File: src/core/csc_pkg.sv
// package for the cas signalling bit conditioner
package csc_pkg;
   // per-bit mode codes
   typedef enum logic [1:0] {
      CSC_MODE_PASS = 2'b00,
      CSC_MODE_INV = 2'b01,
      CSC_MODE_ONE = 2'b10,
      CSC_MODE_ZERO = 2'b11
   } csc_mode_t;

   localparam int CSC_NUM_FIELDS = 6;
   localparam int CSC_ADDR_W = 4;

   // register offsets
   localparam logic [3:0] CSC_REG_PEND = 4'h0;
   localparam logic [3:0] CSC_REG_ACTIVE = 4'h1;
   localparam logic [3:0] CSC_REG_CMD = 4'h2;
   localparam logic [3:0] CSC_REG_STATUS = 4'h3;

   // mode field positions inside the setting word
   localparam int CSC_F_XS_A = 0;
   localparam int CSC_F_XS_B = 2;
   localparam int CSC_F_XS_C = 4;
   localparam int CSC_F_XS_D = 6;
   localparam int CSC_F_XO_A = 8;
   localparam int CSC_F_TR_A = 10;
   localparam int CSC_CFG_W = 12;

   // command bits
   localparam int CSC_CMD_APPLY = 0;
   localparam int CSC_CMD_DISCARD = 1;

   localparam logic [CSC_CFG_W-1:0] CSC_CFG_RST = 12'h000;
   localparam logic [31:0] CSC_RD_UNMAPPED = 32'h0000_0000;

   // idle levels of the cas lines, held in reset and while the sync pipe refills
   localparam logic [3:0] CSC_CAS4_IDLE = 4'hf;
   localparam logic [1:0] CSC_CAS2_IDLE = 2'h3;
   localparam logic CSC_CAS1_IDLE = 1'b1;
   // zero fill above the setting word and above the status bit on reads
   localparam logic [31-CSC_CFG_W:0] CSC_RD_CFG_PAD = 20'h00000;
   localparam logic [30:0] CSC_RD_STAT_PAD = 31'h00000000;
endpackage

File: src/core/csc_conditioner.sv
// cas signalling bit conditioner with pending and active settings
`timescale 1ns/10ps
// Summary of operation
// RULE_01 - condition ABCD toward subscriber card, A toward exchange card.
// RULE_02 - one setting shared by both exchange-side ports.
// RULE_03 - transparent normal passes bit unchanged; reset default.
// RULE_04 - transparent inverted passes bit inverted.
// RULE_05 - forced normal drives bit to 1.
// RULE_06 - forced inverted drives bit to 0.
// RULE_07 - subscriber-bound A: 1 no fault, 0 fault.
// RULE_08 - subscriber-bound B: 1 no ringing, 0 ringing.
// RULE_09 - subscriber-bound C: 1 no billing tone, 0 billing tone.
// RULE_10 - subscriber-bound D: 1 no reversal, 0 reversal.
// RULE_11 - exchange-bound A: 1 not off-hook, 0 off-hook.
// RULE_12 - trunk to subscriber: only A conditioned, ringing; B C D unused.
// RULE_13 - subscriber to trunk A: 1 idle, 0 off-hook.
// RULE_14 - software uses forced modes to disable functions or test.
// RULE_15 - edits act only on apply; discard restores active settings.
// RULE_16 - two-bit mode per bit: 00 pass,01 invert,10 one,11 zero.
module csc_conditioner
   import csc_pkg::*;
(
   // clock and reset
   input wire logic core_clk_i,
   input wire logic rst_n_i,
   // register port
   input wire logic [CSC_ADDR_W-1:0] reg_addr_i,
   input wire logic [31:0] reg_wdata_i,
   input wire logic reg_wr_i,
   input wire logic reg_rd_i,
   output logic [31:0] reg_rdata_o,
   // exchange card to subscriber card, ports 0 and 1, bits {a,b,c,d} = [3:0]
   input wire logic [3:0] xo0_cas_i,
   input wire logic [3:0] xo1_cas_i,
   output logic [3:0] xs0_cas_o,
   output logic [3:0] xs1_cas_o,
   // subscriber card to exchange card, bit a
   input wire logic [1:0] xs_hook_i,
   output logic [1:0] xo_hook_o,
   // trunk card to subscriber card and back, bit a
   input wire logic trunk_ring_i,
   output logic trunk_ring_o,
   input wire logic sub_hook_i,
   output logic sub_hook_o
);

   // applies one mode code to one bit
   function automatic logic cond_bit(input logic [1:0] mode, input logic din);
      logic r;
      r = din;
      case (csc_mode_t'(mode))
         CSC_MODE_PASS: r = din; // [RULE_03]
         CSC_MODE_INV: r = ~din; // [RULE_04]
         CSC_MODE_ONE: r = 1'b1; // [RULE_05]
         CSC_MODE_ZERO: r = 1'b0; // [RULE_06]
         default: r = din;
      endcase
      return r;
   endfunction

   // picks one two-bit mode field out of a setting word
   function automatic logic [1:0] field_mode(input logic [CSC_CFG_W-1:0] cfg, input int pos);
      logic [1:0] m;
      m = cfg[pos+:2];
      return m;
   endfunction

   logic [CSC_CFG_W-1:0] pend_q, pend_d;
   logic [CSC_CFG_W-1:0] act_q, act_d;
   logic dirty_q, dirty_d;
   logic [31:0] rdata_q, rdata_d;

   // pins are from other cards: two flops before use
   // pin to pin is three edges; cas bits move at frame rate, so the delay is harmless
   logic [3:0] xo0_s1_q, xo0_s2_q, xo1_s1_q, xo1_s2_q;
   logic [3:0] xo0_s1_d, xo0_s2_d, xo1_s1_d, xo1_s2_d;
   logic [1:0] hk_s1_q, hk_s2_q, hk_s1_d, hk_s2_d;
   logic tr_s1_q, tr_s2_q, sh_s1_q, sh_s2_q;
   logic tr_s1_d, tr_s2_d, sh_s1_d, sh_s2_d;

   // exchange card cas bits on their way to the subscriber card
   always_comb begin
      xo0_s1_d = xo0_cas_i;
      xo0_s2_d = xo0_s1_q;
      xo1_s1_d = xo1_cas_i;
      xo1_s2_d = xo1_s1_q;
   end

   // preset to idle so the first edges after reset show no false fault or ring
   always_ff @(posedge core_clk_i or negedge rst_n_i) begin
      if (!rst_n_i) begin
         xo0_s1_q <= CSC_CAS4_IDLE;
         xo0_s2_q <= CSC_CAS4_IDLE;
         xo1_s1_q <= CSC_CAS4_IDLE;
         xo1_s2_q <= CSC_CAS4_IDLE;
      end else begin
         xo0_s1_q <= xo0_s1_d;
         xo0_s2_q <= xo0_s2_d;
         xo1_s1_q <= xo1_s1_d;
         xo1_s2_q <= xo1_s2_d;
      end
   end

   // hook bits from the subscriber card, one per exchange port
   always_comb begin
      hk_s1_d = xs_hook_i;
      hk_s2_d = hk_s1_q;
   end

   always_ff @(posedge core_clk_i or negedge rst_n_i) begin
      if (!rst_n_i) begin
         hk_s1_q <= CSC_CAS2_IDLE;
         hk_s2_q <= CSC_CAS2_IDLE;
      end else begin
         hk_s1_q <= hk_s1_d;
         hk_s2_q <= hk_s2_d;
      end
   end

   // trunk ring bit toward the subscriber card
   always_comb begin
      tr_s1_d = trunk_ring_i;
      tr_s2_d = tr_s1_q;
   end

   always_ff @(posedge core_clk_i or negedge rst_n_i) begin
      if (!rst_n_i) begin
         tr_s1_q <= CSC_CAS1_IDLE;
         tr_s2_q <= CSC_CAS1_IDLE;
      end else begin
         tr_s1_q <= tr_s1_d;
         tr_s2_q <= tr_s2_d;
      end
   end

   // hook bit from the subscriber card back toward the trunk
   always_comb begin
      sh_s1_d = sub_hook_i;
      sh_s2_d = sh_s1_q;
   end

   always_ff @(posedge core_clk_i or negedge rst_n_i) begin
      if (!rst_n_i) begin
         sh_s1_q <= CSC_CAS1_IDLE;
         sh_s2_q <= CSC_CAS1_IDLE;
      end else begin
         sh_s1_q <= sh_s1_d;
         sh_s2_q <= sh_s2_d;
      end
   end

   // write decode; apply wins over discard when one write sets both bits
   logic wr_pend, do_apply, do_discard;

   always_comb begin
      wr_pend = 1'b0;
      do_apply = 1'b0;
      do_discard = 1'b0;
      if (reg_wr_i) begin
         if (reg_addr_i == CSC_REG_PEND) begin
            wr_pend = 1'b1;
         end else if (reg_addr_i == CSC_REG_CMD) begin
            do_apply = reg_wdata_i[CSC_CMD_APPLY];
            do_discard = !reg_wdata_i[CSC_CMD_APPLY] && reg_wdata_i[CSC_CMD_DISCARD];
         end
      end
   end

   // settings: edits land in pending, apply copies to active
   always_comb begin
      pend_d = pend_q;
      act_d = act_q;
      dirty_d = dirty_q;
      if (wr_pend) begin
         pend_d = reg_wdata_i[CSC_CFG_W-1:0];
         dirty_d = 1'b1;
      end
      if (do_apply) begin
         act_d = pend_q; // [RULE_15]
         dirty_d = 1'b0;
      end
      if (do_discard) begin
         pend_d = act_q; // [RULE_15]
         dirty_d = 1'b0;
      end
   end

   // register read, data in the following cycle
   // the command index has nothing to read back and reads as unmapped
   always_comb begin
      rdata_d = CSC_RD_UNMAPPED;
      if (reg_rd_i) begin
         if (reg_addr_i == CSC_REG_PEND) begin
            rdata_d = {CSC_RD_CFG_PAD, pend_q};
         end else if (reg_addr_i == CSC_REG_ACTIVE) begin
            rdata_d = {CSC_RD_CFG_PAD, act_q};
         end else if (reg_addr_i == CSC_REG_STATUS) begin
            rdata_d = {CSC_RD_STAT_PAD, dirty_q};
         end
      end
   end

   // pending and active both start as pass-through on every bit
   always_ff @(posedge core_clk_i or negedge rst_n_i) begin
      if (!rst_n_i) begin
         pend_q <= CSC_CFG_RST; // [RULE_16]
         act_q <= CSC_CFG_RST; // [RULE_03]
         dirty_q <= 1'b0;
         rdata_q <= CSC_RD_UNMAPPED;
      end else begin
         pend_q <= pend_d;
         act_q <= act_d;
         dirty_q <= dirty_d;
         rdata_q <= rdata_d;
      end
   end

   // conditioned outputs; bit order [3]=a,[2]=b,[1]=c,[0]=d
   logic [3:0] xs0_d, xs1_d;
   logic [1:0] hk_d;
   logic tr_d, sh_d;
   logic [1:0] mode_fault, mode_ring, mode_bill, mode_rev;
   logic [1:0] mode_hook, mode_trunk;

   // modes come from the active word only, so an edit in progress never reaches a line
   // field positions live in the package so the layout has one home
   always_comb begin
      mode_fault = field_mode(act_q, CSC_F_XS_A);
      mode_ring = field_mode(act_q, CSC_F_XS_B);
      mode_bill = field_mode(act_q, CSC_F_XS_C);
      mode_rev = field_mode(act_q, CSC_F_XS_D);
      mode_hook = field_mode(act_q, CSC_F_XO_A);
      mode_trunk = field_mode(act_q, CSC_F_TR_A);
   end

   // same active word feeds both exchange ports [RULE_02]
   always_comb begin
      xs0_d[3] = cond_bit(mode_fault, xo0_s2_q[3]); // fault [RULE_07] [RULE_01]
      xs0_d[2] = cond_bit(mode_ring, xo0_s2_q[2]); // ringing [RULE_08]
      xs0_d[1] = cond_bit(mode_bill, xo0_s2_q[1]); // billing tone [RULE_09]
      xs0_d[0] = cond_bit(mode_rev, xo0_s2_q[0]); // reversal [RULE_10]
      xs1_d[3] = cond_bit(mode_fault, xo1_s2_q[3]); // [RULE_07]
      xs1_d[2] = cond_bit(mode_ring, xo1_s2_q[2]); // [RULE_08]
      xs1_d[1] = cond_bit(mode_bill, xo1_s2_q[1]); // [RULE_09]
      xs1_d[0] = cond_bit(mode_rev, xo1_s2_q[0]); // [RULE_10]
   end

   // subscriber to exchange: hook state, one bit per port
   always_comb begin
      hk_d[0] = cond_bit(mode_hook, hk_s2_q[0]); // hook state [RULE_11] [RULE_01]
      hk_d[1] = cond_bit(mode_hook, hk_s2_q[1]); // [RULE_11]
   end

   // trunk path carries only bit a; b c d do not exist here
   always_comb begin
      tr_d = cond_bit(mode_trunk, tr_s2_q); // [RULE_12]
      sh_d = cond_bit(mode_trunk, sh_s2_q); // idle 1, off-hook 0 [RULE_13]
   end

   // idle toward the subscriber card: no fault, ring, tone or reversal
   always_ff @(posedge core_clk_i or negedge rst_n_i) begin
      if (!rst_n_i) begin
         xs0_cas_o <= CSC_CAS4_IDLE;
      end else begin
         xs0_cas_o <= xs0_d;
      end
   end

   always_ff @(posedge core_clk_i or negedge rst_n_i) begin
      if (!rst_n_i) begin
         xs1_cas_o <= CSC_CAS4_IDLE;
      end else begin
         xs1_cas_o <= xs1_d;
      end
   end

   // idle toward the exchange card is on-hook
   always_ff @(posedge core_clk_i or negedge rst_n_i) begin
      if (!rst_n_i) begin
         xo_hook_o <= CSC_CAS2_IDLE;
      end else begin
         xo_hook_o <= hk_d;
      end
   end

   // trunk ring bit rests at no ringing
   always_ff @(posedge core_clk_i or negedge rst_n_i) begin
      if (!rst_n_i) begin
         trunk_ring_o <= CSC_CAS1_IDLE;
      end else begin
         trunk_ring_o <= tr_d;
      end
   end

   always_ff @(posedge core_clk_i or negedge rst_n_i) begin
      if (!rst_n_i) begin
         sub_hook_o <= CSC_CAS1_IDLE;
      end else begin
         sub_hook_o <= sh_d;
      end
   end

   assign reg_rdata_o = rdata_q;

endmodule

File: config.mk
export PLATFORM = sky130hd
export DESIGN_NAME = csc_conditioner
export DESIGN_NICKNAME = d
export VERILOG_FILES = /design/src/core/csc_pkg.sv /design/src/core/csc_conditioner.sv
export SDC_FILE = /design/constraint.sdc
export NUM_CORES = 1
export LEC_CHECK = 0
export BUFFER_PORTS_ARGS = -buffer_cell sky130_fd_sc_hd__buf_4
export CAP_MARGIN = 15
export CORE_MARGIN = 2
export CORE_UTILIZATION = 45
export DETAILED_ROUTE_END_ITERATION = 6
export PLACE_DENSITY = 0.8
export SLEW_MARGIN = 20
export SYNTH_ARGS = -nofsm -noshare
export SYNTH_HDL_FRONTEND = slang
export SYNTH_SLANG_ARGS = --single-unit
export TNS_END_PERCENT = 20
File: constraint.sdc
create_clock -name core_clk_i -period 1 [get_ports core_clk_i]
set_input_delay 0 -clock core_clk_i [delete_from_list [all_inputs] [get_ports core_clk_i]]
set_output_delay 0 -clock core_clk_i [all_outputs]
set_load 0.05 [all_outputs]
# Word-level counts from Yosys, hierarchy flattened
# Cells that the tools add are included.
dict set report word_totals {
  elab_cells 92
  out_inout_bits 44
  inputBits 52
  register_bits 93
}
dict set report op_classes {
  reduce_logical 11
  n_eq_ne 21
  bitwise 12
  mux 29
}
# cell count
set op_table {}
lappend op_table {{12-bit 2-to-1 mux} 5}
lappend op_table {{1-bit one-hot mux with 4 select lines} 12}
lappend op_table {{2-bit equality test (second input constant)} 12}
lappend op_table {{2-bit by 1-bit equality test with 1-bit output (second input constant)} 6}
lappend op_table {{2-bit zero test} 6}
lappend op_table {{1-bit 2-to-1 mux} 12}
lappend op_table {{1-bit inverter} 12}
lappend op_table {{4-bit by 2-bit equality test with 1-bit output (second input constant)} 2}
lappend op_table {{4-bit by 1-bit equality test with 1-bit output (second input constant)} 1}
lappend op_table {{4-bit zero test} 1}
lappend op_table {{3-bit nonzero test} 1}
lappend op_table {{2-bit nonzero test} 1}
lappend op_table {{1-bit logical AND} 1}
lappend op_table {{1-bit zero test} 1}

# Depth between registers and ports, before layout
dict set report depth {
  depth_word 6
  depth_mapped 5
  ltp_nobuf 3
}

# Worst setup path after synthesis
# OpenSTA, ideal clock, no wires.
dict set report synth_path {
  kind {input to register}
  start {input port reg_addr_i[0]}
  end {register act_q[10]}
  setup_slack_ns -0.186
  required_time_ns 0.873
  path_stages 4
  arrival_time_ns 1.058
  setup_ns 0.127
  cell_sequence {nor4b_2 -> and3_1 -> buf_6 -> mux2_1}
}
dict set report synth_via {
  elab_chain_cells 4
  word_cells_on_any_way 5
  classes_between {1 x eq/ne; 3 x mux; 1 x reduce/logical}
}
# item line
set synth_rtl {}
lappend synth_rtl {{start, declared} csc_conditioner.sv:27} ;# input wire logic [CSC_ADDR_W-1:0] reg_addr_i,
lappend synth_rtl {{4-bit by 2-bit equality test with 1-bit output} csc_conditioner.sv:162} ;# end else if (reg_addr_i == CSC_REG_CMD) begin
lappend synth_rtl {{1-bit 2-to-1 mux} csc_conditioner.sv:162}
lappend synth_rtl {{1-bit 2-to-1 mux (*)} csc_conditioner.sv:160} ;# if (reg_addr_i == CSC_REG_PEND) begin
lappend synth_rtl {{1-bit 2-to-1 mux (*)} csc_conditioner.sv:159} ;# if (reg_wr_i) begin
lappend synth_rtl {{end signal, assigned} csc_conditioner.sv:212} ;# act_q <= act_d;
lappend synth_rtl {{end, declared} csc_conditioner.sv:69} ;# logic [CSC_CFG_W-1:0] act_q, act_d;
# Mark *: on every way between the ends. The rest lies on a longest branch, timed or not.
# A chain may end at the register's enable or synchronous reset.

==> qor.log <==
qor: outcome.outcome finished, violations left
qor: outcome.violations negative setup slack
qor: placed_design.routabilityCongestion 0.7714
qor: cells_and_area.multi_input_area 973.4 µm²
qor: route.drt_total_wl 5811 µm
qor: critical_path.path_buf_inv 2
qor: hold_path.holdCritStartpoint reg_wdata_i[4]
qor: synthesis.yosysWarnings 0
qor: global_routing.track_usage 17.83%
qor: sta.finalSetupViolations 15
qor: pwr.power_density 2162 mW/mm²
qor: pwr.peakVddDrop 1.543 mV
qor: sta.worstMarginPinSlew 812.1 ps
qor: placed_design.dp.final_hpwl 3743 µm
qor: floorplanning.num_rows 29
qor: pwr.power.share.sequential 46.8%
qor: cells_and_area.areaGrowthSynthToFinish 33.76%
qor: critical_path.reg2reg_depth 3
qor: sta.rsz_0062_raised_after_global_routing true
qor: sta.max_slew_violation_count 0
qor: critical_path.critical_path.startpoint_type register
qor: synthesis.synthesized_area_per_cell 12.84 µm²
qor: critical_path.critical-path-top-delay-family flip-flops
qor: route.via_count 2005
qor: sta.maxClockFrequency 953.8 MHz
qor: route.ant_nets 0
qor: critical_path.crit_path_top_delay_cell dfrtp_1
qor: cells_and_area.final_net_count 364
qor: sta.finalHoldViolCount 0
qor: placed_design.post-place-ws -262.0 ps
qor: floorplanning.initial_utilization 46.37%
qor: critical_path.timing.critical_path.fanout_max 2
qor: cells_and_area.n_fill_cell 490
qor: run.max_cap_violations 0
qor: pwr.p_leak 1.763 nW
qor: sta.relSlewSlack 45.75%
qor: clocking.buffers_from_clock_root_to_sink_at_most 2
qor: clocking.htree_levels 3
qor: cells_and_area.final_cells 394
qor: critical_path.timing.critical_path.slowest_cell_delay 390 ps
qor: placed_design.dp_cells 359
qor: synthesis.postSynthRegisterBits 73
qor: sta.timing.final.crit_share 104.8%
qor: critical_path.cp_most_frequent_cell buf_4
qor: cells_and_area.final_layout_size_suffix_gt1_share 41.01%
qor: pwr.net-switching-power 2.801 mW
qor: clocking.cts_tree built
qor: critical_path.reg2reg_slack -50 ps
qor: pwr.swShare 33.08%
qor: cells_and_area.diodes 0
qor: global_routing.antenna_found_initial 0
qor: route.drc_errors 0
qor: floorplanning.dieArea 0.007167 mm²
qor: floorplanning.die_width 84.66 µm
qor: sta.timing.final.crit_period 1048 ps
qor: critical_path.path_cells buf_4 > buf_4 > mux2_4
qor: synthesis.synthesis.area 0.002928 mm²
qor: hold_path.worstHoldEndpoint pend_q[4]
qor: clocking.cts.root.buffer_cell clkbuf_8
qor: floorplanning.die_height 84.66 µm
qor: global_routing.vias_in_the_first_global_route 2083
qor: synthesis.synth.yosys.seq_area_share 63.93%
qor: route.dr.first_iter.drc_count 138
qor: clocking.clk_transition_reported_paths 70 ps
qor: placed_design.io_buffers 55
qor: pwr.clockPowerShare 22.9%
qor: floorplanning.top_level_ports 96
qor: pwr.total_power 8.468 mW
qor: cells_and_area.layout.cells.most_common buf_4
qor: global_routing.first_pass_grt_wire_length 9742 µm
qor: sta.setup_slack -48.42 ps
qor: hold_path.hold_path.class in -> reg
qor: route.viasPerCell 5.089
qor: floorplanning.floorplan_core_area 0.006314 mm²
qor: cells_and_area.finalCoreUtilization 62.03%
qor: cells_and_area.final-seq-area 0.001872 mm²
qor: critical_path.worstSetupPathType reg -> reg
qor: sta.worst_clock_skew 7.383 ps
qor: synthesis.postSynthCellCount 228
qor: cells_and_area.layout_common_cells buf_4, dfrtp_1, dfstp_2
qor: clocking.clkSinkCount 73
qor: global_routing.grt_start_max_net_pins 74
qor: hold_path.worstHoldPathCells 4
qor: critical_path.endpoint_kind register
qor: pwr.internal_power 5.667 mW
qor: pwr.comb_power_share 30.3%
qor: critical_path.critical_path_arrival 1270 ps
qor: route.drt_pass1_iterations 4
qor: critical_path.rr_endpoint act_q[0]
qor: route.drt-wirelength-per-cell 14.75 µm
qor: synthesis.ys_types 30
qor: clocking.cts_inserted_buffers 9
qor: global_routing.grt_overflow_total 0
qor: critical_path.timing.critical_path.required 1220 ps
qor: critical_path.worstReg2RegStart act_q[0]
qor: clocking.clkLatencyLatePin 340 ps
==> metrics by stage <==
stage	area (µm²)	setup TNS [ps]	hold WS, ps
finish	3916	-223.6	21.35
CTS	3890	-440.1	8.088
floorplan	3013	-2261	-295.6
detailed placement	3421	-7785	37.93
global placement	3421	-6984	31.51
global route	3916	-772.3	16.21
==> tightest hold or removal path: cells and delay by family <==
family / cells / cell delay, ps
simple gates: 2 / 180
compound gates: 1 / 60
buf+inv: 1 / 70
==> how the worst max path moves through the flow <==
stage | from | end | slack [ps] | cells past startpoint
after global placement | reg_addr_i[0] | dirty_q | -240 | 5
after global routing | xs0_cas_o[1] | xs0_cas_o[1] | -60 | 1
after CTS | xs1_cas_o[3] | xs1_cas_o[3] | -40 | 1
after floorplan | reg_addr_i[0] | act_q[10] | -110 | 4
final | act_q[0] | act_q[0] | -50 | 3
after detailed placement | reg_addr_i[0] | act_q[1] | -260 | 4
==> what timing repair did <==
| action | 4_1_cts | 5_1_grt |
|---|---|---|
| setup endpoints to repair | 13 | 19 |
| endpoints found under the hold margin | 87 | 0 |
| pin swaps | 3 | 2 |
| hold buffers | 17 | 0 |
| gates resized for setup | 29 | 4 |
| setup buffers | 2 | 0 |
==> metal layers <==
metal	track usage, %	wire [µm]	vias up
met4	9.812	132	0
li1	-	-	923
met3	4.523	302	11
met5	0	0	-
met1	20.45	2315	1005
met2	30.42	3060	66
==> synthesized netlist by cell type (all sizes together) <==
library cell,n,area share [%]
a32oi,10,3.0
clkbuf,7,0.90
a32o,1,0.34
a211oi,1,0.26
xnor2,12,3.6
and3,1,0.21
o21ai,3,0.51
inv,3,0.38
mux2,13,5.0
nand3,10,1.7
a21o,1,0.26
nand2b,2,0.43
nor2,16,2.1
nand4,10,2.1
nor4b,2,0.81
a21oi,1,0.17
a22o,11,3.3
a22oi,1,0.26
dfstp,36,32
nand2,10,1.3
conb,1,0.13
or4b,2,0.68
buf,26,6.3
nor2b,11,2.4
dfrtp,37,32
==> power groups by stage <==
stage	registers, mW	logic [mW]	clock network (mW)
after floorplan	4.69	0.706	0
after global placement	3.91	2.03	0
after detailed placement	3.94	2.08	0
after CTS	3.97	2.51	1.99
after global routing	4.03	2.69	2.14
final	3.96	2.56	1.94
==> registers in the layout (all words and copies together) (netlist names), 4 cells and up <==
name and cells:
xo1_s2_q 4, xs0_cas_o 4, reg_rdata_o 12, xs1_cas_o 4
act_q 12, pend_q 12, xo0_s2_q 4, xo0_s1_q 4
xo1_s1_q 4
==> area by class of cell <==
class | count | area share, %
Clock buffer | 12 | 3.706
Clock inverter | 4 | 0.5112
Inverter | 3 | 0.2875
Multi-Input combinational cell | 138 | 24.86
Sequential cell | 73 | 47.80
Tap cell | 77 | 2.460
Timing Repair Buffer | 87 | 20.38
==> cell families after synthesis <==
kind of cell	Yosys count	synth area share [%]
xor gates and xnor gates	12	3.590
muxes	13	5.000
AOI/OAI and AO/OA	29	8.077
and+or+nand+nor	64	11.67
DFF	73	63.93
buffers and inverters	36	7.607
other	1	0.1281
No activity file was read; power rests on OpenSTA's default activity.
